### config.mk
export PLATFORM = sky130hd
export DESIGN_NAME = rms_ref_switch
export DESIGN_NICKNAME = d
export VERILOG_FILES = /design/src/rms_pkg.sv /design/src/rms_miss_det.sv /design/src/rms_ref_switch.sv
export VERILOG_INCLUDE_DIRS = /design/src
export SDC_FILE = /design/constraint.sdc
export NUM_CORES = 1
export LEC_CHECK = 0
export BUFFER_PORTS_ARGS = -buffer_cell sky130_fd_sc_hd__buf_2
export CELL_PAD_IN_SITES_DETAIL_PLACEMENT = 0
export CELL_PAD_IN_SITES_GLOBAL_PLACEMENT = 1
export CORE_UTILIZATION = 40
export CTS_CLUSTER_DIAMETER = 40
export DETAILED_ROUTE_END_ITERATION = 16
export MAX_ROUTING_LAYER = met4
export PLACE_DENSITY = 0.83
export SLEW_MARGIN = 20
export SYNTH_ARGS = -nofsm -noshare
export SYNTH_HDL_FRONTEND = slang
export SYNTH_SLANG_ARGS = --single-unit
export TNS_END_PERCENT = 50
### constraint.sdc
create_clock -name clk_in -period 3.8 [get_ports clk_in]
set_clock_uncertainty 0.05 [all_clocks]
set_input_delay 0.19 -clock clk_in [delete_from_list [all_inputs] [get_ports clk_in]]
set_output_delay 0.19 -clock clk_in [all_outputs]
set_load 0.02 [all_outputs]
### src/rms_params.svh
// Timing counts, frequency limits, divider width and reset values for the reference monitor and switchover block.
// Assumes a 100 MHz system clock; the cycle counts below are derived from that period.
`ifndef RMS_PARAMS_SVH
`define RMS_PARAMS_SVH

// System clock period in nanoseconds.
`define RMS_CLK_PERIOD_NS 10
// Feedback edges without a monitored edge before a missing alarm is raised.
`define RMS_MISS_EDGES 3
// Time raw lock must hold before the lock flag is shown, in nanoseconds.
`define RMS_LOCK_STABLE_NS 100000
`define RMS_LOCK_STABLE_CYC ((`RMS_LOCK_STABLE_NS + `RMS_CLK_PERIOD_NS - 1) / `RMS_CLK_PERIOD_NS)
// Spacing between two period extensions while slewing, in nanoseconds.
`define RMS_PSL_STEP_NS 1000
`define RMS_PSL_STEP_CYC ((`RMS_PSL_STEP_NS + `RMS_CLK_PERIOD_NS - 1) / `RMS_CLK_PERIOD_NS)
// Highest reference and highest upper detector frequency, in MHz.
`define RMS_REF_MAX_MHZ 710
`define RMS_PFD_MAX_MHZ 100
`define RMS_UPPER_PREDIV_MIN ((`RMS_REF_MAX_MHZ + `RMS_PFD_MAX_MHZ - 1) / `RMS_PFD_MAX_MHZ)
// Divider width for the pre-dividers and the lower loop feedback divider.
`define RMS_DIV_W 17
// Reset value of the selected reference.
`define RMS_ACTIVE_RST 1'b0

`endif

### src/rms_pkg.sv
// Types shared by the reference monitor and switchover block.
// Assumes rms_params.svh is compiled alongside.
package rms_pkg;

    // Loop operating mode.
    typedef enum logic [1:0] {
        RMS_OP_SYNTH = 2'h0,
        RMS_OP_HIGH_BW = 2'h1,
        RMS_OP_LOW_BW = 2'h2,
        RMS_OP_RSVD = 2'h3
    } rms_op_mode_t;

    // Reference switching mode.
    typedef enum logic [1:0] {
        RMS_SW_MAN_PIN = 2'h0,
        RMS_SW_MAN_REG = 2'h1,
        RMS_SW_AUTO_REV = 2'h2,
        RMS_SW_AUTO_NONREV = 2'h3
    } rms_switch_mode_t;

    // Reference selection state.
    typedef enum logic [1:0] {
        RMS_ST_ACQUIRE = 2'h0,
        RMS_ST_TRACK = 2'h1,
        RMS_ST_HOLDOVER = 2'h2
    } rms_sel_state_t;

endpackage

### src/rms_miss_det.sv
// Missing-edge detector: counts feedback edges since the last monitored edge.
// Assumes both edge inputs are one-cycle pulses already synchronised to clk_in.
`include "rms_params.svh"

module rms_miss_det #(
    parameter int MISS_EDGES = `RMS_MISS_EDGES
) (
    input wire logic clk_in,
    input wire logic rst_n_in,
    input wire logic mon_edge_in,
    input wire logic fb_edge_in,
    output logic alarm_out
);

    // Feedback edges seen since the last monitored edge, saturating.
    logic [3:0] count_q;
    logic [3:0] count_d;
    // Registered alarm level.
    logic alarm_q;
    logic alarm_d;

    // A monitored edge clears at once and wins over a feedback edge in the same cycle.
    always_comb begin
        count_d = count_q;
        alarm_d = alarm_q;
        if (mon_edge_in) begin
            count_d = 4'h0;
            alarm_d = 1'b0;
        end else if (fb_edge_in) begin
            if (count_q < 4'(MISS_EDGES)) begin
                count_d = count_q + 4'h1;
            end
            if (count_q >= 4'(MISS_EDGES - 1)) begin
                alarm_d = 1'b1;
            end
        end
    end

    // State registers.
    always_ff @(posedge clk_in or negedge rst_n_in) begin
        if (!rst_n_in) begin
            count_q <= 4'h0;
            alarm_q <= 1'b0;
        end else begin
            count_q <= count_d;
            alarm_q <= alarm_d;
        end
    end

    assign alarm_out = alarm_q;

    // The last of the missing feedback edges raises the alarm on the next edge.
    property p_miss_raise;
        @(posedge clk_in) disable iff (!rst_n_in)
        (fb_edge_in && !mon_edge_in && count_q == 4'(MISS_EDGES - 1)) |=> alarm_out;
    endproperty
    a_miss_raise: assert property (p_miss_raise) else $error("missing alarm not raised");

    // Any monitored edge drops the alarm on the next edge.
    property p_miss_clear;
        @(posedge clk_in) disable iff (!rst_n_in)
        mon_edge_in |=> !alarm_out;
    endproperty
    a_miss_clear: assert property (p_miss_clear) else $error("missing alarm not cleared");

endmodule

### src/rms_ref_switch.sv
// Reference monitor and switchover: missing-edge alarms, lock, selection, holdover and slewing.
// Assumes all clock and strobe pins are asynchronous to clk_in and far slower than it,
// and that the analog loop reports raw lock and phase alignment as levels.
`include "rms_params.svh"

module rms_ref_switch
    import rms_pkg::*;
#(
    parameter int LOCK_STABLE_CYC = `RMS_LOCK_STABLE_CYC,
    parameter int PSL_STEP_CYC = `RMS_PSL_STEP_CYC,
    parameter int DIV_W = `RMS_DIV_W
) (
    input wire logic clk_in,
    input wire logic rst_n_in,
    input wire logic reference_0_in,
    input wire logic reference_1_in,
    input wire logic crystal_in,
    input wire logic upper_fb_in,
    input wire logic lower_fb_in,
    input wire logic [1:0] op_mode_in,
    input wire logic [1:0] switch_mode_field_in,
    input wire logic ref_sel_reg_in,
    input wire logic ref_sel_pin_in,
    input wire logic loop_lock_raw_in,
    input wire logic phase_aligned_in,
    input wire logic [DIV_W-1:0] upper_prediv_in,
    input wire logic [DIV_W-1:0] lower_prediv_in,
    input wire logic [DIV_W-1:0] low_loop_feedback_divider_in,
    output logic crystal_missing_alarm_out,
    output logic ref0_missing_alarm_out,
    output logic ref1_missing_alarm_out,
    output logic pll_locked_flag_out,
    output logic active_ref_out,
    output logic holdover_out,
    output logic freerun_out,
    output logic phase_adjust_en_out,
    output logic slew_active_out,
    output logic slew_extend_out,
    output logic [DIV_W-1:0] upper_prediv_out,
    output logic [DIV_W-1:0] lower_prediv_out,
    output logic [DIV_W-1:0] lower_fb_div_out
);

    // Pin bits in the synchroniser: clocks, select pin, lock and alignment levels.
    localparam int NSYNC = 8;
    localparam int S_REF0 = 0;
    localparam int S_REF1 = 1;
    localparam int S_XTAL = 2;
    localparam int S_FBUP = 3;
    localparam int S_FBLO = 4;
    localparam int S_SELP = 5;
    localparam int S_LOCK = 6;
    localparam int S_ALGN = 7;

    // Two-flop synchroniser and a third stage for edge detection.
    logic [NSYNC-1:0] meta_q;
    logic [NSYNC-1:0] sync_q;
    logic [NSYNC-1:0] prev_q;
    logic [NSYNC-1:0] pins;
    // Rising edges of the synchronised clock pins.
    logic [NSYNC-1:0] rise;
    // Feedback edge used for reference monitoring.
    logic ref_fb_edge;
    logic xtal_bad;
    logic ref0_bad;
    logic ref1_bad;
    logic [1:0] ref_ok;
    rms_op_mode_t op_mode;
    rms_switch_mode_t sw_mode;
    logic manual;
    logic man_sel;

    assign pins = {phase_aligned_in, loop_lock_raw_in, ref_sel_pin_in, lower_fb_in,
                   upper_fb_in, crystal_in, reference_1_in, reference_0_in};

    // Every pin passes two flops; the second stage and its delayed copy feed logic.
    always_ff @(posedge clk_in or negedge rst_n_in) begin
        if (!rst_n_in) begin
            meta_q <= 8'h00;
            sync_q <= 8'h00;
            prev_q <= 8'h00;
        end else begin
            meta_q <= pins;
            sync_q <= meta_q;
            prev_q <= sync_q;
        end
    end

    assign rise = sync_q & ~prev_q;
    assign op_mode = rms_op_mode_t'(op_mode_in);
    assign sw_mode = rms_switch_mode_t'(switch_mode_field_in);
    assign manual = (sw_mode == RMS_SW_MAN_PIN) || (sw_mode == RMS_SW_MAN_REG);
    // Pin select only in manual-by-pin; every other mode takes the register bit.
    assign man_sel = (sw_mode == RMS_SW_MAN_PIN) ? sync_q[S_SELP] : ref_sel_reg_in;

    // Low band compares against the lower detector, all else against the upper.
    assign ref_fb_edge = (op_mode == RMS_OP_LOW_BW) ? rise[S_FBLO] : rise[S_FBUP];

    // Crystal is always checked at the upper detector.
    rms_miss_det u_xtal_det (
        .clk_in(clk_in),
        .rst_n_in(rst_n_in),
        .mon_edge_in(rise[S_XTAL]),
        .fb_edge_in(rise[S_FBUP]),
        .alarm_out(xtal_bad)
    );

    rms_miss_det u_ref0_det (
        .clk_in(clk_in),
        .rst_n_in(rst_n_in),
        .mon_edge_in(rise[S_REF0]),
        .fb_edge_in(ref_fb_edge),
        .alarm_out(ref0_bad)
    );

    rms_miss_det u_ref1_det (
        .clk_in(clk_in),
        .rst_n_in(rst_n_in),
        .mon_edge_in(rise[S_REF1]),
        .fb_edge_in(ref_fb_edge),
        .alarm_out(ref1_bad)
    );

    assign ref_ok = {~ref1_bad, ~ref0_bad};

    // Selection state, active reference and the switch strobe.
    rms_sel_state_t state_q;
    rms_sel_state_t state_d;
    logic active_q;
    logic active_d;
    logic switched;
    // Stable-lock counter and flag; the count restarts on every reference switch.
    logic [15:0] lock_cnt_q;
    logic [15:0] lock_cnt_d;
    logic stable_q;
    logic stable_d;

    // Selection: manual follows the user only, automatic follows validity and preference.
    always_comb begin
        state_d = state_q;
        active_d = active_q;
        if (manual) begin
            // A bad selection holds over even if the other input is good.
            if (!ref_ok[man_sel]) begin
                state_d = RMS_ST_HOLDOVER;
            end else begin
                active_d = man_sel;
                // A valid selection is tracked at once, out of reset as out of holdover,
                // so the lock flag can show in manual mode without a holdover round first.
                state_d = RMS_ST_TRACK;
            end
        end else begin
            unique case (state_q)
                // Unlocked: only the preferred input is considered, to avoid hunting.
                RMS_ST_ACQUIRE: begin
                    active_d = ref_sel_reg_in;
                    if (!ref_ok[0] && !ref_ok[1]) begin
                        state_d = RMS_ST_HOLDOVER;
                    end else if (stable_q && ref_ok[ref_sel_reg_in]) begin
                        state_d = RMS_ST_TRACK;
                    end
                end
                RMS_ST_TRACK: begin
                    if (ref_ok[active_q]) begin
                        // Revertive goes home once the preferred input is back.
                        if (sw_mode == RMS_SW_AUTO_REV && ref_ok[ref_sel_reg_in]) begin
                            active_d = ref_sel_reg_in;
                        end
                    end else if (ref_ok[~active_q]) begin
                        active_d = ~active_q;
                    end else begin
                        state_d = RMS_ST_HOLDOVER;
                    end
                end
                // Whichever input turns valid first; both valid picks the preferred.
                RMS_ST_HOLDOVER: begin
                    if (ref_ok[0] && ref_ok[1]) begin
                        active_d = ref_sel_reg_in;
                        state_d = RMS_ST_TRACK;
                    end else if (ref_ok[0] || ref_ok[1]) begin
                        active_d = ref_ok[1];
                        state_d = RMS_ST_TRACK;
                    end
                end
                default: begin
                    state_d = RMS_ST_ACQUIRE;
                end
            endcase
        end
    end

    // Returning from holdover counts as a switch, so it slews too.
    assign switched = (active_d != active_q) ||
                      (state_q == RMS_ST_HOLDOVER && state_d == RMS_ST_TRACK);

    // Stable lock needs raw lock held for the whole interval on one reference.
    always_comb begin
        lock_cnt_d = lock_cnt_q;
        stable_d = stable_q;
        if (!sync_q[S_LOCK] || switched) begin
            lock_cnt_d = 16'h0000;
            stable_d = 1'b0;
        end else if (lock_cnt_q < 16'(LOCK_STABLE_CYC - 1)) begin
            lock_cnt_d = lock_cnt_q + 16'h0001;
        end else begin
            stable_d = 1'b1;
        end
    end

    // Selection and lock registers.
    always_ff @(posedge clk_in or negedge rst_n_in) begin
        if (!rst_n_in) begin
            state_q <= RMS_ST_ACQUIRE;
            active_q <= `RMS_ACTIVE_RST;
            lock_cnt_q <= 16'h0000;
            stable_q <= 1'b0;
        end else begin
            state_q <= state_d;
            active_q <= active_d;
            lock_cnt_q <= lock_cnt_d;
            stable_q <= stable_d;
        end
    end

    // Phase slope limiting: one period extension per step until the loop reports alignment.
    // There is deliberately no shortening strobe, so no short output period can appear.
    logic slew_q;
    logic slew_d;
    logic [15:0] step_q;
    logic [15:0] step_d;
    logic extend_q;
    logic extend_d;

    always_comb begin
        slew_d = slew_q;
        step_d = step_q;
        extend_d = 1'b0;
        if (state_d == RMS_ST_HOLDOVER) begin
            // No reference, so phase is left alone.
            slew_d = 1'b0;
            step_d = 16'h0000;
        end else if (switched) begin
            slew_d = 1'b1;
            step_d = 16'h0000;
        end else if (slew_q) begin
            if (sync_q[S_ALGN]) begin
                slew_d = 1'b0;
            end else if (step_q == 16'(PSL_STEP_CYC - 1)) begin
                step_d = 16'h0000;
                extend_d = 1'b1;
            end else begin
                step_d = step_q + 16'h0001;
            end
        end
    end

    // Slew registers.
    always_ff @(posedge clk_in or negedge rst_n_in) begin
        if (!rst_n_in) begin
            slew_q <= 1'b0;
            step_q <= 16'h0000;
            extend_q <= 1'b0;
        end else begin
            slew_q <= slew_d;
            step_q <= step_d;
            extend_q <= extend_d;
        end
    end

    // Divider routing per mode; a too-small upper pre-divider is raised to the floor.
    logic [DIV_W-1:0] up_div_d;
    logic [DIV_W-1:0] lo_pre_d;
    logic [DIV_W-1:0] lo_fb_d;
    logic [DIV_W-1:0] up_div_q;
    logic [DIV_W-1:0] lo_pre_q;
    logic [DIV_W-1:0] lo_fb_q;

    always_comb begin
        up_div_d = DIV_W'(1);
        lo_pre_d = '0;
        lo_fb_d = '0;
        if (op_mode == RMS_OP_HIGH_BW) begin
            up_div_d = (upper_prediv_in < DIV_W'(`RMS_UPPER_PREDIV_MIN)) ?
                       DIV_W'(`RMS_UPPER_PREDIV_MIN) : upper_prediv_in;
        end else if (op_mode == RMS_OP_LOW_BW) begin
            // Zero would stop the lower detector, so it is treated as one.
            lo_pre_d = (lower_prediv_in == '0) ? DIV_W'(1) : lower_prediv_in;
            lo_fb_d = (low_loop_feedback_divider_in == '0) ? DIV_W'(1) :
                      low_loop_feedback_divider_in;
        end
    end

    // Divider registers.
    always_ff @(posedge clk_in or negedge rst_n_in) begin
        if (!rst_n_in) begin
            up_div_q <= DIV_W'(1);
            lo_pre_q <= '0;
            lo_fb_q <= '0;
        end else begin
            up_div_q <= up_div_d;
            lo_pre_q <= lo_pre_d;
            lo_fb_q <= lo_fb_d;
        end
    end

    // Synthesizer mode locks to the crystal; translators need a tracked reference.
    assign pll_locked_flag_out = stable_q && ((op_mode == RMS_OP_SYNTH) ? !xtal_bad :
                                 (state_q == RMS_ST_TRACK));
    assign crystal_missing_alarm_out = xtal_bad;
    assign ref0_missing_alarm_out = ref0_bad;
    assign ref1_missing_alarm_out = ref1_bad;
    assign active_ref_out = active_q;
    assign holdover_out = (state_q == RMS_ST_HOLDOVER);
    // Low band holds against the crystal; high band free-runs on the oscillator.
    assign freerun_out = holdover_out && (op_mode == RMS_OP_HIGH_BW);
    assign phase_adjust_en_out = !holdover_out;
    assign slew_active_out = slew_q;
    assign slew_extend_out = extend_q;
    assign upper_prediv_out = up_div_q;
    assign lower_prediv_out = lo_pre_q;
    assign lower_fb_div_out = lo_fb_q;

    // Loss of raw lock drops the flag on the next edge.
    property p_lock_drop;
        @(posedge clk_in) disable iff (!rst_n_in)
        !sync_q[S_LOCK] |=> !pll_locked_flag_out;
    endproperty
    a_lock_drop: assert property (p_lock_drop) else $error("lock flag outlived lock");

    // Manual mode with a bad selection is in holdover one edge later.
    property p_man_hold;
        @(posedge clk_in) disable iff (!rst_n_in)
        (manual && !ref_ok[man_sel]) |=> holdover_out;
    endproperty
    a_man_hold: assert property (p_man_hold) else $error("manual holdover missed");

    // Automatic holdover is only ever entered with both references bad.
    property p_auto_hold;
        @(posedge clk_in) disable iff (!rst_n_in)
        (!manual && !holdover_out && ref_ok != 2'h0 && $past(!manual)) |=> !holdover_out;
    endproperty
    a_auto_hold: assert property (p_auto_hold) else $error("auto holdover with a good ref");

    // Manual mode never changes reference while the selection is steady.
    property p_man_steady;
        @(posedge clk_in) disable iff (!rst_n_in)
        (manual && $stable(man_sel) && $stable(sw_mode) && active_q == man_sel) |=>
            $stable(active_q);
    endproperty
    a_man_steady: assert property (p_man_steady) else $error("manual self switch");

    // Revertive tracking returns to the valid preferred input in one edge.
    property p_revert;
        @(posedge clk_in) disable iff (!rst_n_in)
        (sw_mode == RMS_SW_AUTO_REV && state_q == RMS_ST_TRACK && ref_ok == 2'h3) |=>
            (active_q == $past(ref_sel_reg_in));
    endproperty
    a_revert: assert property (p_revert) else $error("revertive did not return");

    // Extensions come only while slewing and never twice in a row.
    property p_extend;
        @(posedge clk_in) disable iff (!rst_n_in)
        slew_extend_out |-> ($past(slew_q) && !$past(slew_extend_out));
    endproperty
    a_extend: assert property (p_extend) else $error("stray period extension");

    // In holdover no phase adjustment and no slewing take place.
    property p_hold_still;
        @(posedge clk_in) disable iff (!rst_n_in)
        holdover_out |-> (!phase_adjust_en_out && !slew_active_out);
    endproperty
    a_hold_still: assert property (p_hold_still) else $error("adjusting in holdover");

endmodule

-- Word level (Yosys, flattened, before mapping)
Index checks and enable logic that the tools add are counted.
- $add $sub $neg: 5
- $lt $le $gt $ge: 12
- equality and inequality tests: 12
- mux-type cells: 72
- bitwise gates (word level): 5
- reduce and logical (&&, ||, !) cells: 37
- operators by type and width (kind ; number):
    17-bit two-way mux ; 8
    16-bit two-way mux ; 7
    1-bit two-way mux ; 38
    4-bit two-way mux ; 9
    17-bit zero test ; 2
    16-bit by 1-bit adder with 16-bit output (second input constant) ; 2
    2-bit nonzero test ; 10
    17-bit by 4-bit < comparator with 1-bit output (second input constant) ; 1
    16-bit by 7-bit == test with 1-bit output (second input constant) ; 1
    16-bit by 14-bit < comparator with 1-bit output (second input constant) ; 1
    2-bit two-way mux ; 8
    2-bit AND reduction ; 7
    4-bit by 1-bit adder with 4-bit output (second input constant) ; 3
    4-bit by 2-bit >= comparator with 1-bit output (second input constant) ; 3
    4-bit by 2-bit < comparator with 1-bit output (second input constant) ; 3
    2-bit by 1-bit == test with 1-bit output (second input constant) ; 4
    2-bit == test (second input constant) ; 4
    1-bit by 2-bit < comparator with 1-bit output (second input constant) ; 4
    1-bit logical AND ; 7
    2-bit zero test ; 3
    2-bit one-hot mux with 3 select lines ; 1
    5-bit bitwise AND ; 1
    5-bit inverter ; 1
    1-bit logical OR ; 4
    7 further kinds ; 11
- flip-flop bits (word level): 125
- input bits: 66
- output and inout port bits: 61
- word-level logic and storage cells: 162

-- Depth between registers and ports, before layout
Gate-level depths: netlist of the first run.
- word-level depth: 13
- depth in mapped cells: 8
- mapped depth without buffers: 6

-- Hierarchy
From an unflattened synthesis of the first run, not the netlist that was laid out.
- cells, all modules: 491
- area total of the unflattened synthesis: 5426.5 sq um
- by module, submodules not included (module ; instances ; cells each ; area an instance (sq um) ; sequential area each (sq um)):
    rms_ref_switch ; 1 ; 431 ; 4675.7 ; 2753.9
    rms_miss_det ; 3 ; 20 ; 250.2 ; 125.1

-- Worst setup path after synthesis of the first run
Ideal clock, no wire load.
- path type: register to register
- from: register state_q[1]
- to: register stable_q
- setup time: 0.123 ns
- data arrival time: 1.771 ns
- required time: 3.627 ns
- slack: 1.856 ns
- cell stages (with the launch flop): 9
- buffers on the path: 3
- period minus slack after synthesis: 1.944 ns
- cell sequence: dfrtp_1 buf_2 nor2b_1 inv_1 a211oi_2 nand2b_4 buf_6 buf_8 nor3_2
- elaborated cells between the ends (all ways): 20
- classes of those cells: 5 x eq/ne; 11 x mux; 4 x reduce/logical
- RTL lines (item ; RTL line ; text):
    start, declared ; rms_ref_switch.sv:127 ; rms_sel_state_t state_q;
    start signal, assigned ; rms_ref_switch.sv:218 ; state_q <= state_d;
    2-bit == test * ; n/a ;
    via holdover_out ; rms_ref_switch.sv:34 ; output logic holdover_out,
    2-bit one-hot mux with 3 select lines ; rms_ref_switch.sv:153 ; unique case (state_q)
    2-bit two-way mux ; rms_ref_switch.sv:142 ; if (manual) begin
    2-bit by 1-bit == test with 1-bit output ; rms_ref_switch.sv:194 ; (state_q == RMS_ST_HOLDOVER && state_d == RMS_ST_TRACK);
    1-bit logical AND ; rms_ref_switch.sv:194 ;
    1-bit logical OR * ; rms_ref_switch.sv:193 ; assign switched = (active_d != active_q) ||
    1-bit logical OR * ; rms_ref_switch.sv:200 ; if (!sync_q[S_LOCK] || switched) begin
    2-bit inequality test (no source line) or 1-bit two-way mux (tied branches) ; n/a ;
    end signal, assigned ; rms_ref_switch.sv:221 ; stable_q <= stable_d;
    end, declared ; rms_ref_switch.sv:135 ; logic stable_q;
Mark *: on every way through the listed nets, which the timed path passes. The rest lies on a longest branch.
A chain may end at the register's enable or synchronous reset.

-- Worst setup path after layout of the first run
- from: register step_q[0]
- to: register step_q[14]
- longest elaborated chain between the ends: 6
- elaborated cells between the ends (all ways): 7
- classes of those cells: 1 x add/sub; 1 x eq/ne; 5 x mux
- RTL lines (item ; RTL line ; text):
    start, declared ; rms_ref_switch.sv:229 ; logic [15:0] step_q;
    start signal, assigned ; rms_ref_switch.sv:265 ; step_q <= step_d;
    16-bit by 1-bit adder with 16-bit output or 16-bit by 7-bit == test with 1-bit output (tied branches) ; rms_ref_switch.sv:252, rms_ref_switch.sv:248 ;
    16-bit two-way mux * ; rms_ref_switch.sv:248 ; end else if (step_q == 16'(PSL_STEP_CYC - 1)) begin
    16-bit two-way mux * ; rms_ref_switch.sv:246 ; if (sync_q[S_ALGN]) begin
    16-bit two-way mux * ; rms_ref_switch.sv:245 ; end else if (slew_q) begin
    16-bit two-way mux * ; rms_ref_switch.sv:242 ; end else if (switched) begin
    16-bit two-way mux * ; rms_ref_switch.sv:238 ; if (state_d == RMS_ST_HOLDOVER) begin
Mark *: on every way between the ends. The rest lies on a longest branch, timed or not. The select of a mux whose other input is x is not followed.

==> results of run 1 <==
==> per-stage QoR <==
step / cell area [µm²] / cells
finish: 7310 / 842
detailed placement: 6120 / 750
global placement: 6120 / 750
floorplan: 5340 / 465
CTS: 7300 / 841
global route: 7310 / 842
==> final cells by class <==
type / count / share of cell area [%]
Antenna cell: 1 / 0.0342
Sequential cell: 125 / 42.8
Timing Repair Buffer: 187 / 17.1
Tap cell: 172 / 2.95
Multi-Input combinational cell: 311 / 28.2
Clock inverter: 14 / 2.14
Clock buffer: 18 / 6.01
Inverter: 14 / 0.719
==> state kept, by name, summed over array words and instances, names as in the netlist, 2 cells and up <==
| signal | cells |
|---|---|
| lower_fb_div_out | 17 |
| lower_prediv_out | 17 |
| upper_prediv_out | 17 |
| lock_cnt_q | 16 |
| step_q | 16 |
| meta_q | 8 |
| sync_q | 8 |
| prev_q | 5 |
| u_ref0_det.count_q | 4 |
| u_ref1_det.count_q | 4 |
| u_xtal_det.count_q | 4 |
| state_q | 2 |
==> power breakdown <==
group | switching, W | total, W | leakage [nW] | internal (W)
clock | 0.000625 | 0.00162 | 0.286 | 0.000995
combinational | 0.000425 | 0.000678 | 1.50 | 0.000253
sequential | 0.0000859 | 0.00151 | 1.65 | 0.00143
total | 0.00114 | 0.00381 | 3.44 | 0.00267
==> Yosys cell counts (2+ instances only) <==
cell type | instances | area (µm²)
nand4_1 | 10 | 62.6
and3_1 | 7 | 43.8
mux2i_1 | 2 | 20.0
or2_0 | 2 | 12.5
nor3b_4 | 2 | 37.5
nor2_1 | 29 | 109
a21o_1 | 2 | 15.0
a21oi_1 | 21 | 105
inv_1 | 14 | 52.6
a31oi_1 | 2 | 12.5
nand2_1 | 19 | 71.3
o41ai_1 | 2 | 17.5
or3_1 | 5 | 31.3
nand2b_1 | 4 | 25.0
buf_2 | 4 | 20.0
xnor2_1 | 16 | 140
or4_1 | 5 | 37.5
nor2b_1 | 18 | 113
a41oi_1 | 2 | 17.5
and4_1 | 2 | 17.5
nor3_1 | 17 | 85.1
and2_1 | 46 | 288
nand3_1 | 11 | 55.1
nor3b_1 | 5 | 37.5
nor3_2 | 10 | 100
o31ai_1 | 2 | 15.0
o21a_1 | 2 | 15.0
xor2_1 | 3 | 26.3
o21ai_0 | 14 | 70.1
clkbuf_1 | 6 | 22.5
buf_6 | 3 | 33.8
dfrtp_1 | 124 | 3100
nor4_1 | 18 | 113
nor2_2 | 3 | 18.8
ha_1 | 8 | 100
==> worst max path at each step <==
stage | startpoint | endpoint | slack (ns) | cells after the start
2_1_floorplan | state_q[1] | stable_q | 1.86 | 8
3_3_place_gp | step_q[0] | step_q[14] | 1.77 | 6
3_5_place_dp | switch_mode_field_in[0] | step_q[2] | 1.73 | 6
4_1_cts | step_q[0] | step_q[14] | 1.72 | 6
5_1_grt | sync_q[5] | step_q[2] | 1.57 | 5
6_report | step_q[0] | step_q[14] | 1.72 | 6
==> critical path, delay by kind of cell, from the launching register on <==
family / cells / cell delay (ns)
fa+ha+maj: 1 / 0.25
compound gates: 1 / 0.14
simple gates: 4 / 1.15
flops: 1 / 0.41
==> placed cells by master, fill, tap and decap left out, drive strengths merged, types with 3 or more instances in the layout <==
cell,count
buf,128
dfrtp,124
dlygate4sd3,59
and2,46
nor2,33
nor3,27
a21oi,22
inv,20
nand2,19
nor2b,18
nor4,18
clkbuf,18
xnor2,16
o21ai,15
nand3,11
nand4,10
ha,8
and3,7
nor3b,7
or3,5
or4,5
nand2b,5
xor2,3
clkinvlp,3
mux2i,3
clkinv,3
==> kinds of logic after synthesis <==
group           synth area share [%]
compound gates                  8.22
xor+xnor                        3.12
fa+ha+maj                       1.87
buf+inv                         2.83
flops                           58.6
mux                            0.632
simple gates                    24.7
==> routing by layer <==
| layer | track usage (%) | wire (µm) |
|---|---|---|
| met5 | - | 0 |
| met4 | 9.94 | 204 |
| met3 | 5.09 | 713 |
| met2 | 33.1 | 6650 |
| met1 | 25.3 | 5770 |
==> impl_metrics.env, run 1 <==
export IMPL_hp_start="lower_prediv_in[0]"
export IMPL_synth_seq_cells=125
export IMPL_port_buffers=126
export IMPL_cpPeakStageDelay_ns=0.46
export IMPL_cts_sinks=125
export IMPL_final_nets=730
export IMPL_clockRootBuffer="clkbuf_16"
export IMPL_status="finished, final reports clean"
export IMPL_r2r_end="step_q[14]"
export IMPL_dp_hpwl_mm=8.38
export IMPL_clk_latency_ns=0.42
export IMPL_grt_pass1_vias=4512
export IMPL_cts_max_level=4
export IMPL_critPathRequiredTime_ns=4.09
export IMPL_crit_arrival_ns=2.37
export IMPL_wl_per_cell_um=15.8
export IMPL_ios=127
export IMPL_gp_congestion=0.859
export IMPL_synth_main_ff_cell="dfrtp_1"
export IMPL_post_route_drc_count=0
export IMPL_total_power_w=0.00381
export IMPL_r2r_cells=6
export IMPL_reg2reg_setup_slack_ns=1.72
export IMPL_hold_viol_final=0
export IMPL_cts_path_max_buffers=2
export IMPL_overflow=0
export IMPL_utilization_pct=57.0
export IMPL_grt_usage_pct=21.0
export IMPL_slew_violations=0
export IMPL_vias=4269
export IMPL_multiInputGateArea_mm2=0.00206
export IMPL_fin_ws_ns=1.72
export IMPL_fmax_mhz=481
export IMPL_first_pass_iters=4
export IMPL_routed_wl_mm=13.3
export IMPL_syn_nets=539
export IMPL_fp_row_count=41
export IMPL_ir_drop_mv=0.415
export IMPL_ctsHoldBuffers=59
export IMPL_whs_endpoint="lower_prediv_out[0]"
export IMPL_yosysUniqueCellTypes=60
export IMPL_die_y_um=118
export IMPL_finalSetupTns_ns=0
export IMPL_p_leak_nw=3.44
export IMPL_start_util_pct=41.6
export IMPL_rr_startpoint="step_q[0]"
export IMPL_yosysWarnings=0
export IMPL_slew_headroom_pct=46.7
export IMPL_drtIter0Drc=253
export IMPL_crit_fanout=12
export IMPL_post_cts_buffers=0
export IMPL_antenna_left=0
export IMPL_cap_violations=0
export IMPL_cts_buffers=17
export IMPL_seqCellArea_mm2=0.00313
export IMPL_crit_chain="ha_1 > nor3b_1 > and4_1 > nand2b_1 > or4_1 > a21oi_2"
export IMPL_area_growth_pct=36.8
export IMPL_critPathCaptureType="flip-flop"
export IMPL_clkTransAtPathRegs_ns=0.06
export IMPL_async_reset_ff_share_pct=100
export IMPL_cts_tree="yes"
export IMPL_drive_above_1_share_pct=28.1
export IMPL_hold_path_class="input pin to flip-flop"
export IMPL_viasPerCell=5.07
export IMPL_cp_start_kind="flip-flop"
export IMPL_criticalPathCategory="flip-flop to flip-flop"
export IMPL_ys_seq_area_share_pct=58.6
export IMPL_synth_edf_count=0
export IMPL_final_min_clock_period_ns=2.08
export IMPL_fp_dieW_um=118
export IMPL_finalSetupViolCount=0
export IMPL_coreArea_mm2=0.0128
export IMPL_grt_max_degree=97
export IMPL_synth_area_per_cell_um2=11.5
export IMPL_whs_ns=0.0121
export IMPL_grt_pass1_wl_mm=22.0
export IMPL_detailedPlace_worstSlack_ns=1.73
export IMPL_slowest_stage="or4_1"
export IMPL_antenna_found_initial=1
export IMPL_nFillCells=1071
export IMPL_rsz0062_at_grt="false"
export IMPL_dieArea_mm2=0.0138
export IMPL_worstMarginPinSlew_ns=0.797
export IMPL_synthCells=465
export IMPL_ctsResizeCount=0
export IMPL_power_density_mw_per_mm2=521
export IMPL_fin_crit_sh_pct=54.8
export IMPL_synthesis_area_mm2=0.00534
export IMPL_min_path_cells=3
Power figures use the tool's default switching activity.
==> inputs of run 2 (changes only) <==
Settings changed: ABC_AREA set to 1, CORE_UTILIZATION 40 to 36, PLACE_DENSITY 0.83 to 0.82.
Clock period 3.8 ns to 1.86 ns, I/O delays scaled along.
==> impl_metrics.env, run 2 <==
export IMPL_status="finished, final reports clean"
export IMPL_cp_start_kind="flip-flop"
export IMPL_coreArea_mm2=0.0146
export IMPL_yosysTopAreaCell="dfrtp_1"
export IMPL_crit_fanout=5
export IMPL_cap_violations=0
export IMPL_num_antenna_cells=0
export IMPL_start_util_pct=37.3
export IMPL_cts_buffers=17
export IMPL_drtIter0Drc=269
export IMPL_dp_hpwl_mm=8.89
export IMPL_synth_most_common_cell="dfrtp_1"
export IMPL_ir_drop_mv=0.663
export IMPL_hold_path_class="input pin to flip-flop"
export IMPL_dieArea_mm2=0.0157
export IMPL_p_leak_nw=4.18
export IMPL_worstMarginPinSlew_ns=0.601
export IMPL_synthCells=615
export IMPL_crit_arrival_ns=2.00
export IMPL_yosysWarnings=0
export IMPL_critPathRequiredTime_ns=2.11
export IMPL_vias=4921
export IMPL_synthDominantCellAreaShare_pct=56.9
export IMPL_wl_per_cell_um=13.3
export IMPL_syn_nets=689
export IMPL_viasPerCell=4.67
export IMPL_critPathCaptureType="flip-flop"
export IMPL_final_nets=930
export IMPL_layout_common_cells="buf_2 (126), dfrtp_1 (123), nor2_1 (112), inv_1 (107), nand2_1 (72)"
export IMPL_antenna_left=0
export IMPL_slew_violations=0
export IMPL_clk_latency_ns=0.41
export IMPL_final_min_clock_period_ns=1.75
export IMPL_grt_usage_pct=19.6
export IMPL_fp_dieW_um=125
export IMPL_synth_area_per_cell_um2=8.87
export IMPL_yosysUniqueCellTypes=39
export IMPL_power_density_mw_per_mm2=1030
export IMPL_cts_max_level=4
export IMPL_layout_commonest_cell="buf_2"
export IMPL_ys_seq_area_share_pct=57.3
export IMPL_post_route_drc_count=0
export IMPL_area_growth_pct=45.9
export IMPL_drive_above_1_share_pct=28.3
export IMPL_ios=127
export IMPL_hold_viol_final=0
export IMPL_clkTransAtPathRegs_ns=0.06
export IMPL_clockRootBuffer="clkbuf_16"
export IMPL_total_power_w=0.00824
export IMPL_cts_sinks=125
export IMPL_synth_common_cells="dfrtp_1 (124), nor2_1 (119), inv_1 (108)"
export IMPL_finalSetupTns_ns=0
export IMPL_slew_headroom_pct=59.6
export IMPL_final_area_mm2=0.00796
export IMPL_grt_pass1_vias=5091
export IMPL_grt_max_degree=38
export IMPL_die_y_um=125
export IMPL_synthesis_area_mm2=0.00546
export IMPL_cts_path_max_buffers=2
export IMPL_fp_row_count=44
export IMPL_first_pass_iters=4
export IMPL_synthTopCellsByArea="dfrtp_1 (57%), nor2_1 (8.2%), inv_1 (7.4%)"
export IMPL_antenna_found_initial=0
export IMPL_criticalPathCategory="flip-flop to flip-flop"
export IMPL_whs_ns=0.0300
export IMPL_async_reset_ff_share_pct=100
export IMPL_port_buffers=126
export IMPL_synth_seq_cells=125
export IMPL_synth_main_ff_cell="dfrtp_1"
export IMPL_dpl_instance_area_mm2=0.00653
export IMPL_synth_edf_count=0
export IMPL_fin_crit_sh_pct=94.3
export IMPL_routed_wl_mm=14.0
export IMPL_cts_tree="yes"
export IMPL_finalSetupViolCount=0
export IMPL_fmax_mhz=570
export IMPL_nFillCells=1269
export IMPL_gp_congestion=0.830
export IMPL_overflow=0
export IMPL_grt_pass1_wl_mm=23.5
==> run 2: cell count changes after synthesis, moves of 9 or more <==
cell / previous run / this run
and2_1: 46 / 0
inv_1: 14 / 108
nand2_1: 19 / 78
nand3_1: 11 / 55
nor2_1: 29 / 119
nor2b_1: 18 / 0
nor3_2: 10 / 1
o21ai_0: 14 / 3
xnor2_1: 16 / 4
xor2_1: 3 / 14
==> run 2: logic make-up after synthesis <==
kind of cell	count (synthesis)	share of synthesized area, %
xor+xnor	18	2.89
compound gates	29	3.26
simple gates	312	25.8
buf+inv	123	8.89
flops	125	57.3
fa+ha+maj	8	1.83
==> run 2: final cells by class <==
class	count	area (µm²)	share of cell area, %
multi-input cells	368	1980	24.9
well taps	184	230	2.89
repair buffers	233	1660	20.8
clock buffers	18	429	5.39
clock inverters	14	114	1.43
inverters	111	420	5.28
flip-flops and latches	125	3130	39.3
==> run 2: timing repair <==
| item | CTS | global route |
|---|---|---|
| setup buffers | 0 | 10 |
| hold endpoints to repair | 167 | 0 |
| hold buffers | 64 | 0 |
| pin swaps | 0 | 11 |
| resized for setup | 1 | 37 |
| setup endpoints to repair | 3 | 32 |
| gates cloned | 0 | 2 |
==> run 2: routing by layer <==
| layer | part of all wire [%] | GRT usage [%] |
|---|---|---|
| met2 | 50 | 31.7 |
| met4 | 2.8 | 8.54 |
| met5 | 0 | - |
| met3 | 5.5 | 5.05 |
| met1 | 42 | 23.2 |
==> run 2: path summary, 6_finish.rpt <==
check                              start                    to  slack (ns)  cells past startpoint
setup / recovery           lock_cnt_q[0]         lock_cnt_q[4]        0.11                     12
hold / removal             op_mode_in[0]   upper_prediv_out[0]        0.03                      4
setup reg to reg           lock_cnt_q[0]         lock_cnt_q[4]        0.11                     12
hold reg to reg                meta_q[2]             sync_q[2]        0.30                      0
max in group asynchronous       rst_n_in            state_q[0]        1.02                      3
min in group asynchronous       rst_n_in  lower_prediv_out[10]        0.12                      2
==> run 2: critical path: stages, from the launching register on <==
cell,delay [ns]
dfrtp_1,0.38
ha_1,0.23
nand2_2,0.07
inv_1,0.05
nand2_1,0.05
nand3_1,0.08
nand3_2,0.09
nand2_4,0.09
buf_4,0.16
nor2_4,0.10
nand2_1,0.07
xor2_1,0.15
nor2_1,0.06
==> run 2: power breakdown <==
part           leakage (nW)  internal [W]  switching (W)
Sequential             1.65       0.00292       0.000138
Clock                 0.253       0.00172        0.00128
Combinational          2.28      0.000907        0.00126
Total                  4.18       0.00555        0.00269
==> run 2: through the flow <==
| stage | worst slack [ns] | std cells | utilization [%] |
|---|---|---|---|
| after floorplan | 0.0639 | 615 | - |
| after global placement | 0.0529 | 945 | 44.6 |
| after detailed placement | 0.0227 | 945 | 44.6 |
| after CTS | -0.0162 | 1041 | 52.7 |
| after global routing | -0.0209 | 1053 | 54.4 |
| final | 0.106 | 1053 | 54.4 |
==> inputs of run 3 (changes only) <==
Settings changed: CELL_PAD_IN_SITES_DETAIL_PLACEMENT 0 to 1.
==> impl_metrics.env, run 3 (synthesis results as in run 2) <==
export IMPL_status="complete, but fails checks"
export IMPL_violations="negative setup slack"
export IMPL_routed_wl_mm=29.9
export IMPL_clkTransAtPathRegs_ns=0.07
export IMPL_seqCellArea_mm2=0.00313
export IMPL_dieArea_mm2=0.0157
export IMPL_critPathCaptureType="flip-flop"
export IMPL_combPwrFrac_pct=31.3
export IMPL_utilization_pct=57.0
export IMPL_cts_sinks=125
export IMPL_slew_headroom_pct=64.5
export IMPL_die_y_um=125
export IMPL_drtIter0Drc=624
export IMPL_swShare_pct=39.3
export IMPL_fmax_mhz=474
export IMPL_fp_dieW_um=125
export IMPL_overflow=0
export IMPL_cts_tree="yes"
export IMPL_coreArea_mm2=0.0146
export IMPL_cp_start_kind="flip-flop"
export IMPL_start_util_pct=37.3
export IMPL_criticalPathCategory="flip-flop to flip-flop"
export IMPL_crit_fanout=8
export IMPL_antenna_left=0
export IMPL_grt_pass1_wl_mm=38.0
export IMPL_cts_buffers=17
export IMPL_internal_power_w=0.00570
export IMPL_num_antenna_cells=0
export IMPL_dp_hpwl_mm=11.1
export IMPL_antenna_found_initial=0
export IMPL_post_route_drc_count=0
export IMPL_layout_common_cells="buf_2 (123), dfrtp_1 (120), inv_1 (101), nor2_1 (95), nand2_1 (65)"
export IMPL_hold_viol_final=0
export IMPL_slew_violations=0
export IMPL_cap_violations=0
export IMPL_final_nets=939
export IMPL_rsz0062_at_grt="true"
export IMPL_critPathRequiredTime_ns=2.18
export IMPL_ir_drop_mv=0.669
export IMPL_crit_arrival_ns=2.43
export IMPL_detailedPlace_worstSlack_ns=-0.0608
export IMPL_gp_congestion=0.830
export IMPL_port_buffers=126
export IMPL_hold_path_class="input pin to flip-flop"
export IMPL_area_growth_pct=52.9
export IMPL_fin_crit_sh_pct=113
export IMPL_clockRootBuffer="clkbuf_16"
export IMPL_p_leak_nw=4.29
export IMPL_grt_max_degree=38
export IMPL_clk_latency_ns=0.44
export IMPL_p_sw_w=0.00370
export IMPL_fp_row_count=44
export IMPL_layout_commonest_cell="buf_2"
export IMPL_fin_ws_ns=-0.248
export IMPL_drive_above_1_share_pct=35.8
export IMPL_cts_max_level=4
export IMPL_finalSetupViolCount=39
export IMPL_power_density_mw_per_mm2=1130
export IMPL_final_min_clock_period_ns=2.11
export IMPL_viasPerCell=5.90
export IMPL_grt_pass1_vias=6401
export IMPL_wl_per_cell_um=28.2
export IMPL_nFillCells=1672
export IMPL_ios=127
export IMPL_vias=6261
export IMPL_p_seq_share_pct=33.6
export IMPL_worstMarginPinSlew_ns=0.527
export IMPL_multiInputGateArea_mm2=0.00227
export IMPL_cts_path_max_buffers=2
export IMPL_clkPwrFrac_pct=35.1
export IMPL_grt_usage_pct=33.7
export IMPL_first_pass_iters=7
-- run 3: worst max-delay path: stages, from the launching register on --
cell and delay [ns]:
dfrtp_1 0.46, inv_2 0.10, nand2_4 0.11, nand3_1 0.12, nand2_2 0.12, nand2_2 0.06, nand3_2 0.10, nand2_2 0.10
nand2_4 0.12, nand3_4 0.17, buf_12 0.21, nor2_2 0.11, nand3_1 0.12, nand2_1 0.09
-- run 3: path summary, 6_finish.rpt --
| kind | startpoint | end | slack (ns) | cells after the start |
|---|---|---|---|---|
| min reg2reg | meta_q[4] | sync_q[4] | 0.32 | 0 |
| max in group asynchronous | rst_n_in | state_q[0] | 0.95 | 3 |
| min in group asynchronous | rst_n_in | lower_fb_div_out[5] | 0.12 | 2 |
| max reg2reg | state_q[1] | step_q[6] | -0.25 | 13 |
| min | switch_mode_field_in[1] | active_ref_out | 0.10 | 4 |
| max | state_q[1] | step_q[6] | -0.25 | 13 |
-- run 3: metrics by stage --
stage	cell area [µm²]	total power (W)	hold WS, ns	instances	setup TNS, ns
after floorplan	5460	0.00419	-0.253	615	0
after global placement	6530	0.00480	0.0120	945	0
after detailed placement	6530	0.00489	0.0175	945	-0.116
after CTS	7790	0.00827	0.0440	1044	-0.00937
after global routing	8350	0.00955	0.120	1062	-6.11
final	8350	0.00940	0.103	1062	-4.53
-- run 3: timing repair --
action,CTS,global route
gates cloned,1,1
hold buffers,64,0
hold endpoints to repair,166,0
resized for setup,15,109
setup buffers,2,17
setup endpoints to repair,23,70
pin swaps,8,33
-- run 3: area by class of cell --
cell class	instances	area share [%]
Inverter	111	5.07
Multi-Input combinational cell	368	27.2
Timing Repair Buffer	242	20.9
Tap cell	184	2.76
Sequential cell	125	37.6
Clock inverter	15	1.41
Clock buffer	17	5.10
-- run 3: power by group through the flow --
| stage | registers [W] | logic (W) | clock network, W |
|---|---|---|---|
| finish | 0.00316 | 0.00294 | 0.00330 |
| global route | 0.00317 | 0.00304 | 0.00335 |
| CTS | 0.00307 | 0.00205 | 0.00315 |
| detailed placement | 0.00311 | 0.00178 | 0 |
| global placement | 0.00310 | 0.00171 | 0 |
| floorplan | 0.00320 | 0.000989 | 0 |
-- run 3: layer usage --
layer,track usage [%],wire length (µm)
met5,-,0
met4,18.3,2270
met2,56.7,14400
met3,7.45,2630
met1,37.4,10600
